==> config.mk <==
export PLATFORM = sky130hd
export DESIGN_NAME = vad_dialer
export DESIGN_NICKNAME = d
export VERILOG_FILES = /design/src/include/vad_pkg.sv /design/src/hw/vad_dialer.sv
export VERILOG_INCLUDE_DIRS = /design/src /design/src/include
export SDC_FILE = /design/constraint.sdc
export NUM_CORES = 1
export LEC_CHECK = 0
export BUFFER_PORTS_ARGS = -buffer_cell sky130_fd_sc_hd__buf_2
export CORE_AREA = 2 2 136 138
export DETAILED_ROUTE_END_ITERATION = 10
export DIE_AREA = 0 0 138 140
export PLACE_DENSITY = 0.87
export SYNTH_ARGS = -nofsm -noshare
export SYNTH_HDL_FRONTEND = slang
export SYNTH_SLANG_ARGS = --single-unit
==> constraint.sdc <==
create_clock -name hclk -period 8.4 [get_ports hclk]
set_clock_uncertainty 0.05 [all_clocks]
set_input_delay 1.26 -clock hclk [delete_from_list [all_inputs] [get_ports hclk]]
set_output_delay 1.26 -clock hclk [all_outputs]
set_load 0.03 [all_outputs]
==> src/include/vad_cfg.svh <==
// constants of the voice alarm dialer
`ifndef VAD_CFG_SVH
`define VAD_CFG_SVH
`define VAD_CLK_HZ        40000000
`define VAD_PWD_WAIT_S    9
`define VAD_RETRY_S       40
`define VAD_PWD_WAIT_CYC  (`VAD_PWD_WAIT_S * `VAD_CLK_HZ)
`define VAD_RETRY_CYC     (`VAD_RETRY_S * `VAD_CLK_HZ)
`define VAD_OFS_CTRL      4'h0
`define VAD_OFS_DIAL      4'h4
`define VAD_OFS_PWD       4'h8
`define VAD_OFS_STATUS    4'hc
`define VAD_RST_REP_N     3'h5
`define VAD_REP_MIN       3'h2
`define VAD_REP_MAX       3'h5
`define VAD_RST_RINGS     4'h5
`define VAD_RST_REDIALS   4'h2
`define VAD_RST_SEL_MSG   4'h5
`define VAD_RST_PWD       16'h1234
`define VAD_MSG_KEY0      4'h0
`define VAD_MSG_PWD       4'h1
`define VAD_MSG_OK        4'h2
`define VAD_MSG_WRONG     4'h3
`define VAD_MSG_NORMAL    4'h4
`define VAD_KEY_STAR      4'ha
`define VAD_KEY_HASH      4'hb
`define VAD_KEY_ZERO      4'h0
`define VAD_LAST_WRONG    2'h3
`endif

==> src/include/vad_pkg.sv <==
// types of the voice alarm dialer
package vad_pkg;
	typedef enum logic [3:0] {
		VAD_IDLE, VAD_PROMPT, VAD_PWD_ENTRY, VAD_PLAY_OK, VAD_PLAY_WRONG,
		VAD_PLAY_REP, VAD_DIALING, VAD_WAIT_KEY0, VAD_HANGUP
	} vad_state_e;
	typedef struct packed {
		vad_state_e  st;
		logic [9:0]  s1;
		logic [9:0]  s2;
		logic [5:0]  prv;
		logic        hook;
		logic        dial_req;
		logic        dial_blk;
		logic        play_start;
		logic [3:0]  play_msg;
		logic        play_stop;
		logic        fail;
		logic [31:0] hrdata;
		logic        wr_pend;
		logic [3:0]  wr_ofs;
		logic [2:0]  rep_n;
		logic        pwd_en;
		logic [3:0]  sel_msg;
		logic [3:0]  rings;
		logic [3:0]  redials;
		logic [15:0] pwd;
		logic        incoming;
		logic        got_hash;
		logic [15:0] digits;
		logic [2:0]  dcnt;
		logic [1:0]  wrong;
		logic [2:0]  rep;
		logic [3:0]  ring_cnt;
		logic [3:0]  redial_cnt;
		logic [31:0] timer;
		logic [31:0] retry;
		logic        alarm_pend;
	} vad_state_s;
endpackage : vad_pkg

==> src/hw/vad_dialer.sv <==
// voice alarm dialer sequencer with ahb-lite registers
// Behaviour
// - correct password on check call: message 2, then message 4 if no alarm
// - repeat message 4 while off-hook, hang up after repeat count, go idle
// - repeat count programmable, default 5, only 2 to 5 accepted
// - wrong password plays message 3 then message 1
// - door alarm starts primary dial block calling its preset number
// - answered call: prompt for #0, then message 1 or selected message
// - correct password on alarm call: message 2, repeat selected message, hang up
// - unanswered call rings configured times, keeps the line held, redials configured times
// - primary exhausted: dial secondary block; if that fails, assert failure output
// - star during the password prompt stops playback; four digits within 9 s, else prompt again
// - fourth wrong password hangs up and returns to idle
// - alarm still active: redial every 40 seconds
`timescale 1ns/1ps
`include "vad_cfg.svh"
module vad_dialer
	import vad_pkg::*;
#(
	parameter logic [31:0] PWD_WAIT_CYC = 32'(`VAD_PWD_WAIT_CYC),
	parameter logic [31:0] RETRY_CYC    = 32'(`VAD_RETRY_CYC)
)(
	input  wire logic        hclk,
	input  wire logic        hresetn,
	input  wire logic        hsel,
	input  wire logic [31:0] haddr,
	input  wire logic [1:0]  htrans,
	input  wire logic        hwrite,
	input  wire logic [2:0]  hsize,
	input  wire logic [31:0] hwdata,
	input  wire logic        hready,
	output logic             hreadyout,
	output logic             hresp,
	output logic [31:0]      hrdata,
	input  wire logic        door_alarm_input,
	input  wire logic        incoming_ring,
	input  wire logic        line_offhook,
	input  wire logic        ringback,
	input  wire logic        key_valid,
	input  wire logic [3:0]  key_code,
	input  wire logic        play_done,
	output logic             line_hook,
	output logic             dial_req,
	output logic             dial_block,
	output logic             play_start,
	output logic [3:0]       play_msg,
	output logic             play_stop,
	output logic             dial_failure_output
);
	vad_state_s q;
	vad_state_s d;
	logic [5:0] rise;
	logic       key_ev;
	logic [3:0] key;
	logic       done_ev;
	logic       offhook;
	logic       alarm;
	logic       acc;
	logic       pwd_full;
	logic [15:0] pwd_val;

	assign rise     = q.s2[9:4] & ~q.prv;
	assign alarm    = q.s2[9];
	assign offhook  = q.s2[7];
	assign key_ev   = rise[1];
	assign done_ev  = rise[0];
	assign key      = q.s2[3:0];
	assign acc      = hsel & htrans[1] & hready;
	assign pwd_val  = {q.digits[11:0], key};
	assign pwd_full = (q.st == VAD_PWD_ENTRY) && key_ev && (key != `VAD_KEY_STAR)
		&& (key != `VAD_KEY_HASH) && (q.dcnt == 3'h3);

	always_comb
	begin
		d            = q;
		d.s1         = {door_alarm_input, incoming_ring, line_offhook, ringback,
			key_valid, play_done, key_code};
		d.s2         = q.s1;
		d.prv        = q.s2[9:4];
		d.dial_req   = 1'b0;
		d.play_start = 1'b0;
		d.play_stop  = 1'b0;
		// register writes in the data phase
		if (q.wr_pend)
		begin
			case (q.wr_ofs)
				`VAD_OFS_CTRL:
				begin
					if (hwdata[2:0] >= `VAD_REP_MIN && hwdata[2:0] <= `VAD_REP_MAX)
						d.rep_n = hwdata[2:0];
					d.pwd_en  = hwdata[3];
					d.sel_msg = hwdata[7:4];
				end
				`VAD_OFS_DIAL:
				begin
					d.rings   = hwdata[3:0];
					d.redials = hwdata[7:4];
				end
				`VAD_OFS_PWD:    d.pwd = hwdata[15:0];
				`VAD_OFS_STATUS: if (hwdata[1]) d.fail = 1'b0;
				default:         d.pwd = q.pwd;
			endcase
		end
		d.wr_pend = acc & hwrite & (haddr[31:4] == 28'h0);
		d.wr_ofs  = {haddr[3:2], 2'b00};
		d.hrdata  = 32'h0;
		if (acc && !hwrite && haddr[31:4] == 28'h0)
		begin
			case ({haddr[3:2], 2'b00})
				`VAD_OFS_CTRL:   d.hrdata = {24'h0, q.sel_msg, q.pwd_en, q.rep_n};
				`VAD_OFS_DIAL:   d.hrdata = {24'h0, q.redials, q.rings};
				`VAD_OFS_PWD:    d.hrdata = {16'h0, q.pwd};
				default:         d.hrdata = {20'h0, 4'(q.st), 1'b0, q.dial_blk,
					q.wrong, 1'b0, alarm, q.fail, q.hook};
			endcase
		end
		if (q.timer != 32'h0)
			d.timer = q.timer - 32'h1;
		// caller gone: drop the call
		if (q.hook && !offhook && q.st != VAD_DIALING && q.st != VAD_HANGUP)
			d.st = VAD_HANGUP;
		else
		begin
			case (q.st)
				VAD_IDLE:
				begin
					if (q.retry != 32'h0)
						d.retry = q.retry - 32'h1;
					if (q.alarm_pend)
					begin
						d.alarm_pend = 1'b0;
						d.hook       = 1'b1;
						d.dial_req   = 1'b1;
						d.dial_blk   = 1'b0;
						d.st         = VAD_DIALING;
					end
					else if (rise[4])
					begin
						d.hook       = 1'b1;
						d.incoming   = 1'b1;
						d.play_start = 1'b1;
						d.play_msg   = `VAD_MSG_PWD;
						d.st         = VAD_PROMPT;
					end
				end
				VAD_PROMPT:
				begin
					if (key_ev && key == `VAD_KEY_STAR)
					begin
						d.play_stop = 1'b1;
						d.dcnt      = 3'h0;
						d.timer     = PWD_WAIT_CYC;
						d.st        = VAD_PWD_ENTRY;
					end
					else if (done_ev)
						d.play_start = 1'b1;
				end
				VAD_PWD_ENTRY:
				begin
					if (q.timer == 32'h1)
					begin
						d.play_start = 1'b1;
						d.play_msg   = `VAD_MSG_PWD;
						d.st         = VAD_PROMPT;
					end
					else if (key_ev && key != `VAD_KEY_STAR && key != `VAD_KEY_HASH)
					begin
						d.digits = pwd_val;
						d.dcnt   = q.dcnt + 3'h1;
						if (pwd_full && pwd_val == q.pwd)
						begin
							d.play_start = 1'b1;
							d.play_msg   = `VAD_MSG_OK;
							d.st         = VAD_PLAY_OK;
						end
						else if (pwd_full && q.wrong == `VAD_LAST_WRONG)
							d.st = VAD_HANGUP;
						else if (pwd_full)
						begin
							d.wrong      = q.wrong + 2'h1;
							d.play_start = 1'b1;
							d.play_msg   = `VAD_MSG_WRONG;
							d.st         = VAD_PLAY_WRONG;
						end
					end
				end
				VAD_PLAY_WRONG:
				begin
					if (done_ev)
					begin
						d.play_start = 1'b1;
						d.play_msg   = `VAD_MSG_PWD;
						d.st         = VAD_PROMPT;
					end
				end
				VAD_PLAY_OK:
				begin
					if (done_ev)
					begin
						d.play_start = 1'b1;
						d.play_msg   = (q.incoming && !alarm) ? `VAD_MSG_NORMAL : q.sel_msg;
						d.rep        = 3'h1;
						d.st         = VAD_PLAY_REP;
					end
				end
				VAD_PLAY_REP:
				begin
					if (done_ev && q.rep >= q.rep_n)
						d.st = VAD_HANGUP;
					else if (done_ev)
					begin
						d.play_start = 1'b1;
						d.rep        = q.rep + 3'h1;
					end
				end
				VAD_DIALING:
				begin
					if (offhook)
					begin
						d.play_start = 1'b1;
						d.play_msg   = `VAD_MSG_KEY0;
						d.got_hash   = 1'b0;
						d.st         = VAD_WAIT_KEY0;
					end
					else if (rise[2] && q.ring_cnt + 4'h1 < q.rings)
						d.ring_cnt = q.ring_cnt + 4'h1;
					else if (rise[2])
					begin
						d.ring_cnt = 4'h0;
						d.dial_req = 1'b1;
						if (q.redial_cnt < q.redials)
							d.redial_cnt = q.redial_cnt + 4'h1;
						else if (!q.dial_blk)
						begin
							d.dial_blk   = 1'b1;
							d.redial_cnt = 4'h0;
						end
						else
						begin
							d.dial_req = 1'b0;
							d.fail     = 1'b1;
							d.st       = VAD_HANGUP;
						end
					end
				end
				VAD_WAIT_KEY0:
				begin
					if (key_ev)
						d.got_hash = (key == `VAD_KEY_HASH);
					if (key_ev && q.got_hash && key == `VAD_KEY_ZERO)
					begin
						d.play_start = 1'b1;
						d.play_msg   = q.pwd_en ? `VAD_MSG_PWD : q.sel_msg;
						d.rep        = 3'h1;
						d.st         = q.pwd_en ? VAD_PROMPT : VAD_PLAY_REP;
					end
					else if (done_ev)
						d.play_start = 1'b1;
				end
				default:
				begin
					d.hook       = 1'b0;
					d.play_stop  = q.hook;
					d.incoming   = 1'b0;
					d.got_hash   = 1'b0;
					d.wrong      = 2'h0;
					d.rep        = 3'h0;
					d.dcnt       = 3'h0;
					d.ring_cnt   = 4'h0;
					d.redial_cnt = 4'h0;
					d.timer      = 32'h0;
					if (!q.incoming && alarm)
						d.retry = RETRY_CYC;
					d.st = VAD_IDLE;
				end
			endcase
		end
		if (rise[5] || (q.st == VAD_IDLE && q.retry == 32'h1 && alarm))
			d.alarm_pend = 1'b1;
	end

	always_ff @(posedge hclk or negedge hresetn)
	begin
		if (!hresetn)
		begin
			q         <= '0;
			q.st      <= VAD_IDLE;
			q.rep_n   <= `VAD_RST_REP_N;
			q.rings   <= `VAD_RST_RINGS;
			q.redials <= `VAD_RST_REDIALS;
			q.sel_msg <= `VAD_RST_SEL_MSG;
			q.pwd     <= `VAD_RST_PWD;
		end
		else
			q <= d;
	end

	assign hreadyout           = 1'b1;
	assign hresp               = 1'b0;
	assign hrdata              = q.hrdata;
	assign line_hook           = q.hook;
	assign dial_req            = q.dial_req;
	assign dial_block          = q.dial_blk;
	assign play_start          = q.play_start;
	assign play_msg            = q.play_msg;
	assign play_stop           = q.play_stop;
	assign dial_failure_output = q.fail;
endmodule : vad_dialer

* After elaboration in Yosys (flattened, before gate mapping)
Cells that the tools add are included.
Operators by class: reductions and logical operators 64, add/subtract/negate cells 7, bitwise gates (word level) 14, magnitude comparators 5, mux-type cells 97, equal/unequal tests 63
Operators with widths (number):
- 2-to-1 mux 32 bit | 4
- case mux 32 bit (2 select lines) | 2
- 2-to-1 mux 4 bit | 25
- 2-to-1 mux 65 bit | 1
- == test 32 x 1 -> 1 bit (second input constant) | 2
- nonzero test 32 bit | 2
- subtractor 32 x 1 -> 32 bit (second input constant) | 2
- 2-to-1 mux 5 bit | 12
- case mux 16 bit (3 select lines) | 1
- != test 2 bit (second input constant) | 20
- != test 4 bit (second input constant) | 9
- case mux 4 bit (8 select lines) | 1
- zero test 28 bit | 1
- OR reduction 7 bit | 4
- != test 3 bit (second input constant) | 8
- case mux 4 bit (6 select lines) | 1
- logical AND 1 bit | 23
- 2-to-1 mux 1 bit | 22
- AND reduction 4 bit | 5
- 2-to-1 mux 3 bit | 6
- == test 16 bit | 1
- == test 4 x 3 -> 1 bit (second input constant) | 4
- 2-to-1 mux 16 bit | 1
- 2-to-1 mux 2 bit | 8
- other kinds (47) | 85
Storage, ports and cells: register bits 202, output and inout bits 44, word-level logic and storage cells 281

* Logic depth before layout (Yosys ltp)
word-level depth 13, gate-level depth with buffers 10, depth with buffers taken out 8

* Least setup slack after synthesis
Ideal clock, no wire load.
path type input port to flip-flop, start input port haddr[5], end register q (netlist bit hrdata[12]), data required time 8.284 ns, stages on the path 5, buffers on the path 0, setup time 0.066 ns, arrival 2.554 ns, path slack 5.731 ns, cell sequence or4_1 nor3_1 nand4_1 nor2_1 and2_1
RTL lines:
- from (decl) | RTL line vad_dialer.sv:26 | input wire logic [31:0] haddr,
- to (decl) | RTL line vad_dialer.sv:50 | vad_state_s q;

* Final worst setup path
start register q[207] in the netlist's numbering, end register q[26] in the netlist's numbering
On the way: longest elaborated chain between the ends 5
Ends and longest elaborated chain:
- parallel branches: the longest is 5 deep, another holds OR reduction 7 bit
Parallel ways; which one is timed is not known. A chain may end at the register's enable or synchronous reset.

==> flow_metrics.py <==
metrics = {
    "power": {
        "cellPowerDensity_nw_per_um2": 297,
        "finalPower_w": 0.00320,
        "ir_worst_vdd_mv": 0.195,
        "p_leak_nw": 4.80,
    },
    "drt": {
        "ant_nets": 0,
        "avgRoutedWirePerCell_um": 17.8,
        "viasPerCell": 6.10,
        "drc": 0,
        "drt_pass1_iterations": 5,
        "vias": 7611,
        "postRouteWirelength_um": 22200,
        "drtIter0Drc": 753,
    },
    "finish": {
        "mostFrequentLayoutCells": "173 x dfrtp_1, 86 x buf_2, 81 x nor2_1",
        "nFillCells": 1362,
        "fin_util": 0.607,
        "regArea_um2": 4640,
        "drive_gt1_frac": 0.214,
        "multi_input_area_um2": 4620,
        "area_growth_pct": 11.0,
        "diodes": 0,
        "layout_commonest_cell": "dfrtp_1",
        "nets": 1110,
    },
    "cts": {
        "path_clk_slew_ns": 0.08,
        "cts_resized": 0,
        "clock-sinks": 185,
        "cts-root-buf": "clkbuf_16",
        "insertion_delay_ns": 0.46,
        "cts_buffers": 17,
        "cts_setup_buffers": 0,
        "hold_buffers": 0,
        "cts_tree": "done",
        "htreeDepth": 4,
        "cts_buffer_depth": 2,
    },
    "logic_synthesis": {
        "synth-seq-cells": 185,
        "synth_area_per_cell_um2": 10.3,
        "synth_flop_cell": "dfrtp_1",
        "yosysSeqAreaShare": 0.477,
        "synthArstFlopShare": 1.00,
        "synth_cells": 947,
        "yosys_warnings": 0,
        "synth_edf_count": 0,
        "netlist-cell-type-count": 77,
        "synth_area_um2": 9730,
    },
    "sta": {
        "max_freq_mhz": 289,
        "whs_ns": 0.294,
        "tns_ns": 0,
        "setup_violations": 0,
        "max_slew_margin": 0.265,
        "worstMarginPinSlew_ns": 1.09,
        "rsz0062_at_grt": "false",
        "setup_slack_ns": 4.93,
        "finalMaxSlewViolations": 0,
        "hold_violations": 0,
        "finalCritPeriodShare": 0.413,
        "layout_min_cycle_time_ns": 3.47,
    },
    "grt": {
        "antenna_found_initial": 0,
        "grt_pass1_wl_um": 37900,
        "grtUsageTotal": 0.242,
        "grt_start_max_net_pins": 111,
        "grt_pass1_vias": 7613,
        "gr-total-overflow": 0,
    },
    "floorplanning": {
        "core_um2": 17800,
        "io_pins": 128,
        "die_y_um": 140,
        "dieArea_um2": 19300,
        "start_util": 0.547,
        "std_cell_rows": 49,
        "fp.dieW_um": 138,
    },
    "hold_path": {
        "worstHoldPathCells": 0,
        "hold_class": "reg2reg",
        "hp-start": "d[193]$_DFF_PN0_",
    },
    "place": {
        "pre_cts_slack_ns": 5.03,
        "port_buffers": 87,
        "place_hpwl_um": 15500,
        "place.gp.congestion": 0.973,
    },
    "setup_path": {
        "startpoint_type": "flip-flop",
        "path_class": "reg2reg",
        "rr_startpoint": "q[207]$_DFFE_PN0P_",
        "crit_arrival_ns": 3.75,
        "required_ns": 8.69,
        "rr_worst_depth": 6,
        "cp_max_fo": 25,
        "endpoint_kind": "flip-flop",
        "crit_start": "q[207]$_DFFE_PN0P_",
    },
    "outcome": {
        "outcome": "completed",
    },
    "run": {
        "maxCapViolCount": 0,
    },
}
-- through the flow --
stage | cell area, µm² | std cells
2_1_floorplan | 9790 | 963
3_3_place_gp | 10200 | 1216
3_5_place_dp | 10200 | 1216
4_1_cts | 10800 | 1248
5_1_grt | 10800 | 1248
6_report | 10800 | 1248
-- final timing paths --
kind,end,slack [ns]
min in group asynchronous,q[18]$_DFFE_PN0P_,0.86
setup reg to reg,q[26]$_DFFE_PN0P_,4.93
setup / recovery,q[26]$_DFFE_PN0P_,4.93
max in group asynchronous,q[31]$_DFFE_PN0P_,5.95
hold reg to reg,alarm$_DFF_PN0_,0.29
hold / removal,alarm$_DFF_PN0_,0.29
-- power breakdown --
part | internal (W) | switching (W)
combinational | 0.000446 | 0.000648
sequential | 0.00106 | 0.000205
clock | 0.000439 | 0.000408
total | 0.00194 | 0.00126
-- synthesized netlist by cell type, types with 4 or more instances --
library cell	count	area [µm²]
dfstp_2	12	315
mux2_2	50	563
buf_2	4	20.0
and3_1	6	37.5
nor2_1	81	304
and2_1	10	62.6
nor3_1	28	140
nor4b_1	4	35.0
ha_1	20	250
o21ai_0	47	235
nor4_1	26	163
xor2_1	17	149
or2_2	4	25.0
nor4_4	4	85.1
o31ai_1	10	75.1
a211oi_1	6	45.0
a31oi_1	12	75.1
o21a_1	6	45.0
inv_1	27	101
nand3b_1	5	37.5
nor2b_1	11	68.8
or4_1	16	120
o22ai_1	4	25.0
xnor2_1	31	272
or3_1	12	75.1
nand4_1	16	100
buf_4	38	285
dfrtp_1	173	4330
mux4_2	6	135
nand3_1	23	115
nand2_1	58	218
mux2i_1	10	100
a21oi_1	54	270
clkbuf_1	27	101
o211ai_1	5	37.5
nand2b_1	17	106
or3b_2	4	35.0
-- state kept, by name (all words and copies together), names as in the netlist --
| name | cells |
|---|---|
| alarm | 1 |
| d | 15 |
| dial_block | 1 |
| dial_failure_output | 1 |
| dial_req | 1 |
| hrdata | 16 |
| key | 4 |
| line_hook | 1 |
| play_msg | 4 |
| play_start | 1 |
| play_stop | 1 |
| pwd_val | 12 |
| q | 127 |
-- area by class of cell --
cell class | count | area share
inverter | 28 | 0.00973
multi-input combinational | 679 | 0.427
clock inverter | 15 | 0.0200
clock buffer | 17 | 0.0394
tap | 229 | 0.0265
sequential | 185 | 0.430
timing repair buffer | 95 | 0.0467
-- layer usage --
layer,up-vias,track usage,wire length [µm]
li1,3514,-,-
met1,3708,0.308,9190
met2,324,0.400,10700
met3,65,0.0516,1570
met4,0,0.106,753
met5,-,0,0
-- critical path, stage by stage, from the launching register on --
cell      delay [ns]
dfrtp_1         0.85
clkinv_1        0.45
maj3_1          0.59
a211oi_1        0.86
buf_4           0.29
a21boi_0        0.08
o21bai_1        0.17
-- cell families (layout without fill, tap and decap cells) --
| kind of cell | after synthesis | after routing | synth area share |
|---|---|---|---|
| AND/OR/NAND/NOR | 348 | 348 | 0.201 |
| flip-flops | 185 | 185 | 0.477 |
| AO/OA/AOI/OAI | 178 | 178 | 0.115 |
| buffers and inverters | 99 | 155 | 0.0542 |
| multiplexers | 66 | 66 | 0.0821 |
| XOR/XNOR | 48 | 48 | 0.0432 |
| adder cells (fa/ha/maj) | 21 | 21 | 0.0268 |
| other | 2 | 18 | 0.000772 |
Note: power is estimated with default switching activity, not from simulation.
